**config.mk**
```make
export PLATFORM = sky130hd
export DESIGN_NAME = acs_regs
export DESIGN_NICKNAME = d
export VERILOG_FILES = /design/src/design/acs_pkg.sv /design/src/design/acs_regs.sv /design/src/design/acs_sync.sv
export SDC_FILE = /design/constraint.sdc
export NUM_CORES = 1
export LEC_CHECK = 0
export BUFFER_PORTS_ARGS = -buffer_cell sky130_fd_sc_hd__buf_2
export CAP_MARGIN = 20
export CORE_MARGIN = 5
export CORE_UTILIZATION = 48
export DETAILED_ROUTE_END_ITERATION = 10
export GPL_TIMING_DRIVEN = 0
export PLACE_DENSITY_LB_ADDON = 0.3
export SYNTH_ARGS = -nofsm -noshare
export SYNTH_HDL_FRONTEND = slang
export SYNTH_HIERARCHICAL = 1
export SYNTH_SLANG_ARGS = --single-unit
```
**constraint.sdc**
```tcl
create_clock -name ref_clk -period 3.77 [get_ports ref_clk]
set_input_delay 0 -clock ref_clk [delete_from_list [all_inputs] [get_ports ref_clk]]
set_output_delay 0 -clock ref_clk [all_outputs]
set_load 0.1 [all_outputs]
```
**src/design/acs_pkg.sv**
```systemverilog
package acs_pkg;

  // Register addresses carried in the address/control byte
  localparam logic [4:0] ADDR_DATA_TOP = 5'h0F;
  localparam logic [4:0] ADDR_MODE = 5'h10;
  localparam logic [4:0] ADDR_MASK = 5'h11;
  localparam logic [4:0] ADDR_SAR = 5'h12;
  localparam logic [4:0] ADDR_STAT = 5'h13;
  localparam logic [4:0] ADDR_STEP = 5'h01;
  localparam int ADDR_W = 5;

  // Conversion modes held in mode_q.mode
  localparam logic [1:0] MODE_IDLE = 2'h0;
  localparam logic [1:0] MODE_SINGLE = 2'h1;
  localparam logic [1:0] MODE_SCAN = 2'h2;
  localparam logic [1:0] MODE_CONT = 2'h3;

  // Sizes
  localparam int NUM_CH = 8;
  localparam int CH_W = 3;
  localparam int RES_W = 10;
  localparam int LO_W = 8;
  localparam int BYTE_W = 8;

  // Reset and fill values
  localparam logic [7:0] REG_RST = 8'h00;
  localparam logic [7:0] RD_NONE = 8'h00;
  localparam logic [3:0] HI_PAD = 4'h0;
  localparam logic [7:0] CH_ONE = 8'h01;
  localparam logic [2:0] BIT_LAST = 3'h7;
  localparam logic [2:0] BIT_FIRST = 3'h0;

  // Converter clock periods per channel conversion
  localparam int CONV_TICKS_DEF = 16;

  typedef enum logic [2:0] {
    CV_IDLE = 3'b001,
    CV_RUN = 3'b010,
    CV_GAP = 3'b100
  } acs_cv_state_t;

  typedef struct packed {
    logic osc;
    logic ce;
    logic sck;
    logic mosi;
  } acs_pins_t;

  typedef struct packed {
    logic rw;
    logic [1:0] spare;
    logic ctrl;
    logic [2:0] ch;
    logic half;
  } acs_addr_t;

  typedef struct packed {
    logic [1:0] spare;
    logic ext;
    logic vr;
    logic m8;
    logic ie;
    logic [1:0] mode;
  } acs_mode_t;

  typedef struct packed {
    logic convert_enable;
    logic [1:0] spare;
    logic load;
    logic [2:0] ch;
    logic half;
  } acs_sar_t;

  typedef struct packed {
    logic irq;
    logic all_done;
    logic busy;
    logic zero_hi;
    logic [2:0] ch;
    logic zero_lo;
  } acs_status_t;

  typedef struct packed {
    logic dv;
    logic dov;
    logic [1:0] msb;
    logic [7:0] lsb;
  } acs_result_t;

endpackage

```
**src/design/acs_regs.sv**
```systemverilog
`timescale 1ns/100ps
`default_nettype none
// Functional notes
// - Hidden pointer names next channel to convert
// - Result reads advance pointer to next enabled
// - Pointer loaded by start write or address
// - Mask enables channels; disabled ones are skipped
// - Load bit high copies channel bits
// - Convert enable starts; clearing lets current finish
// - After loaded channel, ascend through enabled only
// - Start register reads back written channel bits
// - Half bit picks high/low in 10-bit
// - Ten-bit reads go high then low
// - Status stays selected until chip enable drops
// - Status bits 0 and 4 read zero
// - Interrupt flag sets like pin, clears on access
// - All-converted flag sets when every enabled done
// - Scan mode needs every enabled channel converted
// - Busy flag high per conversion, dips between
// - Busy may linger after stop until cleared
// - Status channel bits show live pointer
// - Start register bits 5, 6 ignored
// - Two mode bits: idle, single, scan, continuous
// - Results at 0-15, control at 16-19
module acs_regs #(
  parameter int CONV_TICKS = acs_pkg::CONV_TICKS_DEF
) (
  input wire logic ref_clk,
  input wire logic reset,
  input wire logic spi_ce,
  input wire logic spi_sck,
  input wire logic spi_mosi,
  output logic spi_miso,
  output logic spi_miso_oe,
  input wire logic osc_clk,
  input wire logic [acs_pkg::RES_W-1:0] conv_data,
  output logic [acs_pkg::CH_W-1:0] conv_channel,
  output logic conv_start,
  output logic irq_n_o,
  output logic irq_n_oe
);
  import acs_pkg::*;

  localparam int TICK_W = $clog2(CONV_TICKS + 1);
  localparam logic [TICK_W-1:0] TICK_LAST = TICK_W'(CONV_TICKS - 1);
  localparam logic [TICK_W-1:0] TICK_ONE = TICK_W'(1);

  // Pin sampling
  acs_pins_t pin_lvl;
  acs_pins_t pin_rise;
  acs_pins_t pin_fall;

  acs_sync #(
    .W($bits(acs_pins_t))
  ) u_sync (
    .ref_clk(ref_clk),
    .reset(reset),
    .pin({osc_clk, spi_ce, spi_sck, spi_mosi}),
    .level(pin_lvl),
    .rise(pin_rise),
    .fall(pin_fall)
  );

  // Serial framing state
  logic [2:0] bit_cnt;
  logic [BYTE_W-1:0] rx_sh;
  logic [BYTE_W-1:0] tx_sh;
  logic addr_phase;
  logic wr_mode;
  logic sel;
  logic [ADDR_W-1:0] cur_addr;

  // Register and sequencer state
  acs_mode_t mode_q;
  logic [NUM_CH-1:0] mask_q;
  acs_sar_t sar_q;
  logic convert_enable;
  logic [CH_W-1:0] ptr;
  logic half_lo;
  acs_cv_state_t state;
  logic [TICK_W-1:0] tick;
  logic converting_flag;
  logic irq_flag;
  logic acc_flag;
  logic irq_sent;
  acs_result_t res_mem [NUM_CH];
  logic [NUM_CH-1:0] dv_vec;

  function automatic logic [CH_W-1:0] next_enabled(
    input logic [CH_W-1:0] from,
    input logic [NUM_CH-1:0] en
  );
    logic [CH_W-1:0] cand;
    logic [CH_W-1:0] pick;
    logic found;
    pick = from;
    found = 1'b0;
    cand = from;
    for (int k = 1; k < NUM_CH; k++) begin
      cand = from + k[CH_W-1:0];
      if (!found && en[cand]) begin
        pick = cand;
        found = 1'b1;
      end
    end
    return pick;
  endfunction

  // Byte framing decode
  wire logic sck_rise = pin_rise.sck && pin_lvl.ce && sel;
  wire logic byte_done = sck_rise && (bit_cnt == BIT_LAST);
  wire logic [BYTE_W-1:0] rx_byte = {rx_sh[BYTE_W-2:0], pin_lvl.mosi};
  wire acs_addr_t addr_in = acs_addr_t'(rx_byte);
  wire acs_sar_t sar_in = acs_sar_t'(rx_byte);
  wire acs_mode_t mode_in = acs_mode_t'(rx_byte);
  wire logic addr_done = byte_done && addr_phase;
  wire logic data_done = byte_done && !addr_phase;
  wire logic in_data = cur_addr <= ADDR_DATA_TOP;
  wire logic ctrl_inc = (cur_addr >= ADDR_MODE) && (cur_addr < ADDR_STAT);

  // Access events, one ref_clk cycle each
  wire logic wr_ev = data_done && wr_mode;
  wire logic rd_ev = data_done && !wr_mode;
  wire logic mode_wr = wr_ev && (cur_addr == ADDR_MODE);
  wire logic mask_wr = wr_ev && (cur_addr == ADDR_MASK);
  wire logic sar_wr = wr_ev && (cur_addr == ADDR_SAR);
  wire logic res_rd = rd_ev && in_data;
  wire logic stat_rd = rd_ev && (cur_addr == ADDR_STAT);
  wire logic jam_rd = addr_done && !addr_in.ctrl;
  wire logic jam_sar = sar_wr && sar_in.load;
  wire logic chan_read_end = res_rd && (mode_q.m8 || half_lo);

  // Mode decode
  wire logic m_idle = mode_q.mode == MODE_IDLE;
  wire logic m_single = mode_q.mode == MODE_SINGLE;
  wire logic m_scan = mode_q.mode == MODE_SCAN;
  wire logic m_cont = mode_q.mode == MODE_CONT;
  wire logic abort = mode_wr && (mode_in.mode == MODE_IDLE);

  // Sequencing decode
  wire logic [NUM_CH-1:0] cur_hot = CH_ONE << conv_channel;
  wire logic [NUM_CH-1:0] done_vec = dv_vec | cur_hot;
  wire logic all_done_now = (mask_q != '0) && ((mask_q & ~done_vec) == '0);
  wire logic conv_done = (state == CV_RUN) && pin_rise.osc && (tick == TICK_LAST);
  wire logic finish_scan = m_scan && all_done_now;
  wire logic sar_go = sar_wr && sar_in.convert_enable && !m_idle;
  wire logic auto_go = chan_read_end && m_single && convert_enable;
  wire logic go = sar_go || auto_go;
  wire logic [CH_W-1:0] start_ch = jam_sar ? sar_in.ch : (auto_go ? rd_next : ptr);
  wire logic adv_conv = conv_done && (m_scan || m_cont);
  wire logic raise_irq = conv_done && (m_single || finish_scan);
  wire logic raise_acc = conv_done && all_done_now;
  wire logic [CH_W-1:0] rd_next = next_enabled(ptr, mask_q);
  wire logic [CH_W-1:0] cv_next = next_enabled(conv_channel, mask_q);
  wire logic [CH_W-1:0] hi8_next = next_enabled(addr_in.ch, mask_q);

  // Read data selection
  wire acs_result_t cur_res = res_mem[ptr];
  wire logic [BYTE_W-1:0] res_hi = {cur_res.dv, cur_res.dov, HI_PAD, cur_res.msb};
  wire logic [BYTE_W-1:0] res_byte = (mode_q.m8 || half_lo) ? cur_res.lsb : res_hi;
  wire acs_sar_t sar_view = '{
    convert_enable: convert_enable,
    spare: '0,
    load: sar_q.load,
    ch: sar_q.ch,
    half: half_lo
  };
  wire acs_status_t stat_view = '{
    irq: irq_flag,
    all_done: acc_flag,
    busy: converting_flag,
    zero_hi: 1'b0,
    ch: ptr,
    zero_lo: 1'b0
  };
  wire logic [BYTE_W-1:0] rd_value =
    in_data ? res_byte :
    (cur_addr == ADDR_MODE) ? mode_q :
    (cur_addr == ADDR_MASK) ? mask_q :
    (cur_addr == ADDR_SAR) ? sar_view :
    (cur_addr == ADDR_STAT) ? stat_view : RD_NONE;

  // Serial receive and address tracking
  always_ff @(posedge ref_clk) begin
    if (reset) begin
      bit_cnt <= BIT_FIRST;
      rx_sh <= REG_RST;
      addr_phase <= 1'b1;
      wr_mode <= 1'b0;
      sel <= 1'b0;
      cur_addr <= ADDR_STAT;
    end else if (pin_rise.ce) begin
      bit_cnt <= BIT_FIRST;
      addr_phase <= 1'b1;
      sel <= 1'b1;
    end else if (!pin_lvl.ce) begin
      sel <= 1'b0;
    end else if (sck_rise) begin
      bit_cnt <= bit_cnt + 3'h1;
      rx_sh <= rx_byte;
      if (addr_done) begin
        addr_phase <= 1'b0;
        wr_mode <= addr_in.rw;
        cur_addr <= rx_byte[ADDR_W-1:0];
      end else if (byte_done && ctrl_inc) begin
        cur_addr <= cur_addr + ADDR_STEP;
      end
    end
  end

  // Serial transmit; new byte goes out on the falling edge ending a byte
  always_ff @(posedge ref_clk) begin
    if (reset) begin
      tx_sh <= REG_RST;
      spi_miso <= 1'b0;
      spi_miso_oe <= 1'b0;
      irq_sent <= 1'b0;
    end else begin
      spi_miso_oe <= sel && pin_lvl.ce && !addr_phase && !wr_mode;
      if (pin_fall.sck && sel) begin
        if (bit_cnt == BIT_FIRST) begin
          tx_sh <= rd_value;
          // Only an interrupt flag that went out may be cleared by the read
          irq_sent <= (cur_addr == ADDR_STAT) && irq_flag;
          spi_miso <= rd_value[BYTE_W-1];
        end else begin
          tx_sh <= {tx_sh[BYTE_W-2:0], 1'b0};
          spi_miso <= tx_sh[BYTE_W-2];
        end
      end
    end
  end

  // Writable registers
  always_ff @(posedge ref_clk) begin
    if (reset) begin
      mode_q <= acs_mode_t'(REG_RST);
      mask_q <= REG_RST;
      sar_q <= acs_sar_t'(REG_RST);
      convert_enable <= 1'b0;
    end else begin
      if (mode_wr) begin
        mode_q <= mode_in;
      end
      if (mask_wr) begin
        mask_q <= rx_byte;
      end
      if (sar_wr) begin
        convert_enable <= sar_in.convert_enable;
        sar_q.load <= sar_in.load;
        sar_q.ch <= sar_in.ch;
      end
    end
  end

  // Channel pointer and half select; host access outranks sequencer
  always_ff @(posedge ref_clk) begin
    if (reset) begin
      ptr <= '0;
      half_lo <= 1'b0;
    end else if (jam_rd) begin
      // Address byte loads pointer; 8-bit mode with half clear takes next enabled channel
      if (mode_q.m8 && !addr_in.half) begin
        ptr <= hi8_next;
      end else begin
        ptr <= addr_in.ch;
      end
      half_lo <= addr_in.half || mode_q.m8;
    end else if (jam_sar) begin
      ptr <= sar_in.ch;
      half_lo <= sar_in.half;
    end else if (res_rd) begin
      if (chan_read_end) begin
        ptr <= rd_next;
        half_lo <= 1'b0;
      end else begin
        half_lo <= 1'b1;
      end
    end else if (adv_conv) begin
      ptr <= cv_next;
    end
  end

  // Conversion sequencer and status flags; sets follow clears so they win
  always_ff @(posedge ref_clk) begin
    if (reset) begin
      state <= CV_IDLE;
      tick <= '0;
      converting_flag <= 1'b0;
      irq_flag <= 1'b0;
      acc_flag <= 1'b0;
      conv_start <= 1'b0;
      conv_channel <= '0;
    end else begin
      conv_start <= 1'b0;
      if ((stat_rd && irq_sent) || res_rd || mode_wr || mask_wr) begin
        irq_flag <= 1'b0;
      end
      if (res_rd || mode_wr || mask_wr) begin
        acc_flag <= 1'b0;
      end
      if (res_rd || mode_wr || mask_wr || (sar_wr && (sar_in.convert_enable || sar_in.load))) begin
        converting_flag <= 1'b0;
      end
      if (raise_irq) begin
        irq_flag <= 1'b1;
      end
      if (raise_acc) begin
        acc_flag <= 1'b1;
      end
      case (state)
        CV_IDLE: begin
          if (go) begin
            state <= CV_RUN;
            tick <= '0;
            converting_flag <= 1'b1;
            conv_start <= 1'b1;
            conv_channel <= start_ch;
          end
        end
        CV_RUN: begin
          if (abort) begin
            state <= CV_IDLE;
            converting_flag <= 1'b0;
          end else if (conv_done) begin
            tick <= '0;
            if (m_single || finish_scan) begin
              state <= CV_IDLE;
              converting_flag <= 1'b0;
            end else if (convert_enable) begin
              state <= CV_GAP;
              converting_flag <= 1'b0;
            end else begin
              // Stopped scan leaves the busy flag as it stands
              state <= CV_IDLE;
            end
          end else if (pin_rise.osc) begin
            tick <= tick + TICK_ONE;
          end
        end
        CV_GAP: begin
          if (abort || !convert_enable || m_idle) begin
            state <= CV_IDLE;
          end else begin
            state <= CV_RUN;
            tick <= '0;
            converting_flag <= 1'b1;
            conv_start <= 1'b1;
            conv_channel <= ptr;
          end
        end
        default: begin
          state <= CV_IDLE;
        end
      endcase
    end
  end

  // Interrupt pin drives low only while enabled in modes 1 and 2
  always_ff @(posedge ref_clk) begin
    if (reset) begin
      irq_n_o <= 1'b0;
      irq_n_oe <= 1'b0;
    end else begin
      irq_n_o <= 1'b0;
      irq_n_oe <= mode_q.ie && irq_flag && (m_single || m_scan);
    end
  end

  // Per-channel result slots
  genvar c;
  generate
    for (c = 0; c < NUM_CH; c++) begin : g_ch
      acs_result_t slot;
      wire logic hit_cv = conv_done && (conv_channel == CH_W'(c));
      wire logic hit_rd = res_rd && (ptr == CH_W'(c));
      always_ff @(posedge ref_clk) begin
        if (reset) begin
          slot <= '0;
        end else begin
          if (hit_rd || mode_wr || mask_wr) begin
            slot.dv <= 1'b0;
            slot.dov <= 1'b0;
          end
          if (hit_cv) begin
            slot.msb <= conv_data[RES_W-1:LO_W];
            slot.lsb <= conv_data[LO_W-1:0];
            slot.dv <= 1'b1;
            // Overrun only meaningful outside single scan
            slot.dov <= slot.dv && !m_scan;
          end
        end
      end
      assign res_mem[c] = slot;
      assign dv_vec[c] = slot.dv;
    end
  endgenerate

endmodule
`default_nettype wire

```
**src/design/acs_sync.sv**
```systemverilog
`timescale 1ns/100ps
`default_nettype none
module acs_sync #(
  parameter int W = 1
) (
  input wire logic ref_clk,
  input wire logic reset,
  input wire logic [W-1:0] pin,
  output logic [W-1:0] level,
  output logic [W-1:0] rise,
  output logic [W-1:0] fall
);
  logic [W-1:0] s1;
  logic [W-1:0] s2;
  logic [W-1:0] s3;
  wire logic [W-1:0] agree = ~(s2 ^ s3);

  // s1 feeds only s2; a change counts once s2 and s3 agree
  always_ff @(posedge ref_clk) begin
    if (reset) begin
      s1 <= '0;
      s2 <= '0;
      s3 <= '0;
      level <= '0;
      rise <= '0;
      fall <= '0;
    end else begin
      s1 <= pin;
      s2 <= s1;
      s3 <= s2;
      level <= (level & ~agree) | (s3 & agree);
      rise <= agree & s3 & ~level;
      fall <= agree & ~s3 & level;
    end
  end
endmodule
`default_nettype wire

```
### After elaboration in Yosys (flattened, before gate mapping)

Cells that the tools add are included.

| storage, ports and cells | value |
|---|---|
| input port bits | 16 |
| bits in latches | 0 |
| bits in read-only memories | 0 |
| RAM bits | 0 |
| bits in registers | 187 |
| memories kept | 0 |
| logic and storage cells | 492 |
| output and inout port bits | 8 |

| operators by class | value |
|---|---|
| multipliers | 0 |
| equal/unequal tests | 33 |
| reductions and logical operators | 170 |
| order comparisons | 25 |
| bitwise gates (word level) | 16 |
| add/subtract/negate cells | 24 |
| shift operators | 1 |
| muxes and demuxes | 155 |
| div/mod/pow operators | 0 |

Operator list:

| cell | number |
|---|---|
| 2-to-1 mux 12 bit | 10 |
| 2-to-1 mux 3 bit | 36 |
| < comparator 3 x 4 -> 1 bit (second input constant) | 21 |
| logical AND 1 bit | 81 |
| binary-select mux 1 bit (select 3 bit) | 21 |
| 2-to-1 mux 1 bit | 59 |
| 2-to-1 mux 8 bit | 6 |
| adder 3 bit (second input constant) | 12 |
| binary-select mux 12 bit (select 3 bit) | 1 |
| 2-to-1 mux 5 bit | 7 |
| logical OR 1 bit | 31 |
| == test 3 bit (second input constant) | 10 |
| logical NOT 1 bit | 25 |
| nonzero test 2 bit | 12 |
| == test 5 bit (second input constant) | 4 |
| adder 3 x 2 -> 3 bit (second input constant) | 6 |
| 2-to-1 mux 2 bit | 9 |
| == test 3 x 2 -> 1 bit (second input constant) | 5 |
| case mux 5 bit (3 select lines) | 1 |
| adder 3 x 1 -> 3 bit (second input constant) | 4 |
| bitwise AND 4 bit | 3 |
| NOT 4 bit | 3 |
| adder 5 x 1 -> 5 bit (second input constant) | 2 |
| == test 3 x 1 -> 1 bit (second input constant) | 3 |
| other kinds (37) | 52 |

### Depth between registers and ports, before layout

| depth | value |
|---|---|
| word-level depth | 26 |
| depth in mapped cells | 14 |
| mapped depth without buffers | 10 |

### By module

Netlist, hierarchy kept.

Modules (own cells, without submodules):

| module | times used | seq. area each (µm²) | area an instance (µm²) | cells each |
|---|---|---|---|---|
| acs_regs | 1 | 3303.2 | 10422.5 | 1241 |
| acs_sync | 1 | 480.5 | 830.8 | 74 |

### Worst setup path after synthesis

OpenSTA, ideal clock, no wires.

| timing | value |
|---|---|
| path kind | register -> register |
| start point | reg conv_channel[1] (netlist bit) |
| end point | reg ptr[2] |
| arrival time | 4.285 ns |
| setup time | 0.115 ns |
| stages on the path, launching flop included | 15 |
| clock period less this slack | 4.401 ns |
| path slack | -0.631 ns |
| data required time | 3.655 ns |
| path buffers | 4 |
| path through | dfxtp_1 > clkbuf_1 > clkbuf_1 > inv_1 > ha_1 > clkbuf_1 > buf_2 > mux4_2 > mux2i_1 > o31ai_1 > or3_1 > o31a_1 > o211ai_1 > o311ai_1 > and3_1 |

| on the way | value |
|---|---|
| cells in the longest elaborated chain, start to end | 26 |
| elaborated cells between the ends (all ways) | 50 |
| those cells by class | 7 x add/sub; 31 x mux; 12 x reduce/logical |

Ends and longest elaborated chain:

| element | line | RTL |
|---|---|---|
| start, declared | acs_regs.sv:37 | `output logic [acs_pkg::CH_W-1:0] conv_channel,` |
| start signal, assigned | acs_regs.sv:318 | `conv_channel <= start_ch;` |
| start signal, assigned | acs_regs.sv:349 | `conv_channel <= ptr;` |
| adder 3 x 1 -> 3 bit | acs_regs.sv:100 | `cand = from + k[CH_W-1:0];` |
| binary-select mux 1 bit (select 3 bit) | acs_regs.sv:101 | `if (!found && en[cand]) begin` |
| 2-to-1 mux 1 bit (implied by the code) | acs_regs.sv:101 |  |
| 2-to-1 mux 1 bit | acs_regs.sv:101 |  |
| logical NOT 1 bit | acs_regs.sv:101 |  |
| logical AND 1 bit | acs_regs.sv:101 |  |
| 2-to-1 mux 1 bit | acs_regs.sv:101 |  |
| logical NOT 1 bit | acs_regs.sv:101 |  |
| (+10 left out) | -- |  |
| 2-to-1 mux 1 bit | acs_regs.sv:101 |  |
| logical NOT 1 bit | acs_regs.sv:101 |  |
| logical AND 1 bit | acs_regs.sv:101 |  |
| 2-to-1 mux 3 bit * | acs_regs.sv:101 |  |
| 2-to-1 mux 3 bit * | acs_regs.sv:279 | `end else if (adv_conv) begin` |
| 2-to-1 mux 3 bit * | acs_regs.sv:272 | `end else if (res_rd) begin` |
| 2-to-1 mux 3 bit * | acs_regs.sv:269 | `end else if (jam_sar) begin` |
| 2-to-1 mux 3 bit * | acs_regs.sv:261 | `end else if (jam_rd) begin` |
| end signal, assigned | acs_regs.sv:270 | `ptr <= sar_in.ch;` |
| end signal, assigned | acs_regs.sv:274 | `ptr <= rd_next;` |
| end signal, assigned | acs_regs.sv:280 | `ptr <= cv_next;` |
| end, declared | acs_regs.sv:78 | `logic [CH_W-1:0] ptr;` |

Every way passes the cells marked *; elsewhere a longest branch is shown, timed or not. The select of a mux whose other input is x is not followed.
A chain may end at the register's enable or synchronous reset.

### Worst setup path in the final report

| timing | value |
|---|---|
| start point | reg ptr[1] |
| end point | reg conv_channel[1] (netlist bit) |

| on the way | value |
|---|---|
| cells in the longest elaborated chain, start to end | 26 |
| elaborated cells between the ends (all ways) | 51 |
| those cells by class | 7 x add/sub; 32 x mux; 12 x reduce/logical |

Ends and longest elaborated chain:

| element | line | RTL |
|---|---|---|
| start signal, assigned | acs_regs.sv:264 | `ptr <= hi8_next;` |
| start signal, assigned | acs_regs.sv:266 | `ptr <= addr_in.ch;` |
| start signal, assigned | acs_regs.sv:270 |  |
| adder 3 x 1 -> 3 bit | acs_regs.sv:100 |  |
| binary-select mux 1 bit (select 3 bit) | acs_regs.sv:101 |  |
| 2-to-1 mux 1 bit (implied by the code) | acs_regs.sv:101 |  |
| 2-to-1 mux 1 bit | acs_regs.sv:101 |  |
| logical NOT 1 bit | acs_regs.sv:101 |  |
| logical AND 1 bit | acs_regs.sv:101 |  |
| 2-to-1 mux 1 bit | acs_regs.sv:101 |  |
| logical NOT 1 bit | acs_regs.sv:101 |  |
| (+9 left out) | -- |  |
| logical AND 1 bit | acs_regs.sv:101 |  |
| 2-to-1 mux 1 bit | acs_regs.sv:101 |  |
| logical NOT 1 bit | acs_regs.sv:101 |  |
| logical AND 1 bit | acs_regs.sv:101 |  |
| 2-to-1 mux 3 bit | acs_regs.sv:101 |  |
| 2-to-1 mux 3 bit (2 in series) | acs_regs.sv:149 | `wire logic [CH_W-1:0] start_ch = jam_sar ? sar_in.ch : (auto_go ? rd_next : ptr);` |
| 2-to-1 mux 3 bit | acs_regs.sv:313 | `if (go) begin` |
| case mux 3 bit (2 select lines) * | acs_regs.sv:311 | `case (state)` |

Marked as above.

==> results by stage <==
Run status:
- The run finished, with violations left.
- The final reports fail on negative hold slack.

Clock network:
- TritonCTS built the clock tree.
- The number of buffers created by CTS is 17.
- The root buffer cell is sky130_fd_sc_hd__clkbuf_16.
- The H-tree was split into 4 levels.
- The clock net in this run drives a total of 185 sinks.
- The maximum number of buffers from clock root to sink is 2.
- Clock-pin slew was measured on the worst setup and hold paths at 70 ps.
- Clock latency on the worst-skew pair, taken at its later pin, is 440 ps.

Pwr:
- Power spread over the standard cell area amounts to 360 nW/um^2.
- The internal power contribution is 3.24 mW.
- The leakage power figure is 4.54 nW.
- Net switching is 28.2% of the power.
- The total power of the final layout is 4.51 mW.
- The part of the power in the clock network is 40.8%.
- In this run, flip-flops and latches consume 44.7% of the power.
- In this run the power spent charging and discharging nets is 1.27 mW.
- The combinational share of power is 14.5%.
- IR analysis of the VDD net gives a maximum drop of 0.000373 V.

Routing:
- The final antenna-violating net count is 0.
- The DRC violation count after routing is 0.
- Summed over all nets, wire length on met3 after detailed routing comes to 3140 um.
- Using the TritonRoute via totals, the vias-per-cell ratio works out to 6.30.
- The routed length on met2 is 16300 um.
- After the first detailed-routing iteration, the DRC count stood at 1257.
- The wire length the detailed router placed on met1 is 14100 um.
- For this run, the detailed router's first-pass iteration total came to 6.
- The highest metal layer carrying signal wires in the routed design is met4.
- The routed wire length is 34600 um.
- The average routed wire per standard cell is 20.9 um.
- The total number of vias is 10400.

Setup path:
- The sort of element at the end of the critical path is a flip-flop.
- Walking the worst path, the cells encountered are buf_6, buf_8, inv_8, ha_1, buf_6, mux4_2, mux2_4, or3_1, o221a_1, o311a_1, a211oi_4, a221oi_2, a2111oi_2.
- The startpoint kind of the worst setup timing path is a flip-flop.
- For this run, the slowest stage of the critical path takes 500 ps.
- In this design, the critical path's most frequently occurring cell is sky130_fd_sc_hd__buf_6.
- The worst setup path is of the reg2reg kind.
- In this run the critical register-to-register path is launched from ptr[1].
- Data arrives at the worst endpoint at 3950 ps.
- The standard cell with the maximum stage delay on the critical path is sky130_fd_sc_hd__mux4_2.
- The startpoint of the most critical setup path is ptr[1].
- Of all nets on the critical path, the largest fanout is 11.
- The cell family contributing the most delay on the critical path is compound AO/OA/AOI/OAI gates.
- For the worst setup path, the data required time is 4100 ps.
- The critical path contains buffers and inverters numbering 4 combined.

Global routing:
- The pin count of the biggest net entering global routing is 17.
- The number of antenna violations at the first check in global routing is 0.
- Global routing finished with a remaining overflow of 0.
- The first-pass GRT wire length is 55000 um.
- Global routing consumed, over all layers together, 26.2% of the routing resources.
- The number of global-route vias before repair is 9866.

Run:
- The tool flagged a number of max-cap violations equal to 0.

Die:
- The die is 162 um tall.
- In this run the horizontal extent of the chip is 162 um.
- The die covers 26300 sq um.
- During I/O placement, the number of pins put on the boundary was 24.
- The floorplan core area is 22700 sq um.
- The initial utilization of the core area, before any placement, comes to 49.0%.
- The standard-cell row count is 55.

Cells and area:
- The post-layout net count is 1408.
- The sequential standard cell area is 3710 sq um.
- The growth of design area from synthesis to finish is 12.4%.
- The final-layout fill cell count is 2089.
- The fraction of layout instances using a drive strength above 1 is 13.2%.
- The number of antenna diodes in the final layout is 0.
- The design area is 12500 sq um.
- The multi-input combinational cells in the finished layout cover a total of 6870 sq um.

Timing:
- In this run the tightest slew margin relative to its limit is 28.8%.
- After layout, the minimum clock period comes to 3620 ps.
- At the pin with the least slew margin, the transition time is 1060 ps.
- Across all setup checks in the final design, the least slack found is 147 ps.
- The final max-slew violation count is 0.
- Dividing the final minimum period by the clock period gives 96.1%.
- The final hold violation count came to 3.
- The post-route clock skew is 8.48 ps.
- Hold timing on the final database bottoms out at a slack of -6.50 ps.
- Setup repair after global routing left no endpoint under its margin.
- The setup-violating endpoint count in the final report is 0.
- The highest attainable clock frequency is 276 MHz.

Min path:
- The launch instance of the worst min-delay path is conv_data[2].
- The type of the most critical hold path is in2reg.

Synthesis:
- Counting every instance in the synthesized netlist gives 1303.
- The average cell area after synthesis is 8.54 sq um.
- The mapped netlist covers 11100 sq um.
- During synthesis, Yosys emitted a total of 6 warnings.
- The post-synth net total is 1356.

Place:
- Timing analysis after detailed placement gives a worst setup slack of -660 ps.
- The last weighted congestion value of the routability-driven placer is 0.954.
- The number of input and output port buffers inserted is 12.
- Summed over all nets, the half-perimeter wirelength after detailed placement is 24800 um.
- The post-detailed-placement cell area is 11600 sq um.
[sequential cells by signal (all words and copies together), names as in the netlist, 4 cells and up, named ones only]
| signal | cells |
|---|---|
| cur_addr | 5 |
| u_sync/s3 | 4 |
| tick | 5 |
| mask_q | 8 |
| sar_q | 4 |
| u_sync/s2 | 4 |
| g_ch.slot | 88 |
| tx_sh | 7 |
| u_sync/s1 | 4 |
| dv_vec | 8 |
| rx_sh | 7 |
| mode_q | 8 |
[layout by cell type (no fill, tap or decap), types with 5 or more instances in the layout]
cell                            count
sky130_fd_sc_hd__buf_4             12
sky130_fd_sc_hd__nor2_1           111
sky130_fd_sc_hd__buf_2             23
sky130_fd_sc_hd__a21oi_1          152
sky130_fd_sc_hd__a31oi_1           19
sky130_fd_sc_hd__nor4_1             5
sky130_fd_sc_hd__xnor2_1           10
sky130_fd_sc_hd__inv_1             36
sky130_fd_sc_hd__nand3_1           85
sky130_fd_sc_hd__clkbuf_16         17
sky130_fd_sc_hd__ha_1              33
sky130_fd_sc_hd__o21ai_0           33
sky130_fd_sc_hd__o31ai_1            6
sky130_fd_sc_hd__nand4_1            8
sky130_fd_sc_hd__or3_1              8
sky130_fd_sc_hd__mux2i_1           59
sky130_fd_sc_hd__mux4_2            57
sky130_fd_sc_hd__nand2_1          165
sky130_fd_sc_hd__clkbuf_1          84
sky130_fd_sc_hd__and2_1             6
sky130_fd_sc_hd__nand3b_1           6
sky130_fd_sc_hd__nand2b_1           8
sky130_fd_sc_hd__and4_1             5
sky130_fd_sc_hd__nor3_1            19
sky130_fd_sc_hd__a211oi_1          12
sky130_fd_sc_hd__nor3b_1           16
sky130_fd_sc_hd__dlygate4sd3_1     18
sky130_fd_sc_hd__or2_2              5
sky130_fd_sc_hd__nor2b_1           16
sky130_fd_sc_hd__dfxtp_1          182
sky130_fd_sc_hd__and3_1             5
sky130_fd_sc_hd__mux2_2            12
sky130_fd_sc_hd__o211ai_1           8
[cell type report]
class,count,area share [%]
clock inverter,10,1.05
buffer,110,3.96
clock buffer,22,3.79
timing repair buffer,39,2.46
sequential,185,29.7
tap,285,2.85
multi-input combinational,963,54.9
inverter,39,1.26
[path summary, 6_finish.rpt]
kind	to	slack, ps	cells after the start
worst max-delay path	conv_channel[1]	150	13
worst min-delay path	g_ch[0].slot[2]	-7	3
worst max register to register	conv_channel[1]	150	13
worst min register to register	u_sync/s2[1]	440	1
[power by group through the flow]
stage                     Clock (mW)  Sequential (mW)  Combinational, mW
final                           1.84             2.01              0.652
after global routing            1.94             2.02              0.703
after CTS                       1.86             2.01              0.625
after detailed placement           0             2.05              0.619
after global placement             0             2.05              0.616
after floorplan                    0             2.12              0.391
[metal layers]
layer | vias up | track usage, %
met3 | 88 | 4.39
met1 | 4968 | 35.2
met5 | - | 0
li1 | 4801 | -
met4 | 0 | 9.38
met2 | 555 | 42.9
[worst reg2reg max path: cells and delay by family, from the launching register on]
family,cells,cell delay (ps)
AOI/OAI and AO/OA,5,1190
adders and majority gates,1,310
DFF,1,350
muxes,2,830
buffers and inverters,4,530
and+or+nand+nor,1,310
[timing repair]
action,CTS,global route
pin swaps,3,2
buffers inserted,3,5
endpoints found under the setup margin,6,10
hold endpoints to repair,55,0
resized for setup,12,25
hold buffers,18,0
[through the flow]
step / setup TNS (ps) / util [%] / hold slack [ps] / cells
final: 0 / 55.1 / -6.50 / 1653
after global routing: 0 / 55.1 / 40.4 / 1653
after CTS: 0 / 54.5 / 0.968 / 1649
after detailed placement: -3320 / 50.9 / 215 / 1600
after global placement: -3150 / 50.9 / 207 / 1600
after floorplan: 0 / - / 71.6 / 1303
(Power assumes the default switching activity.)
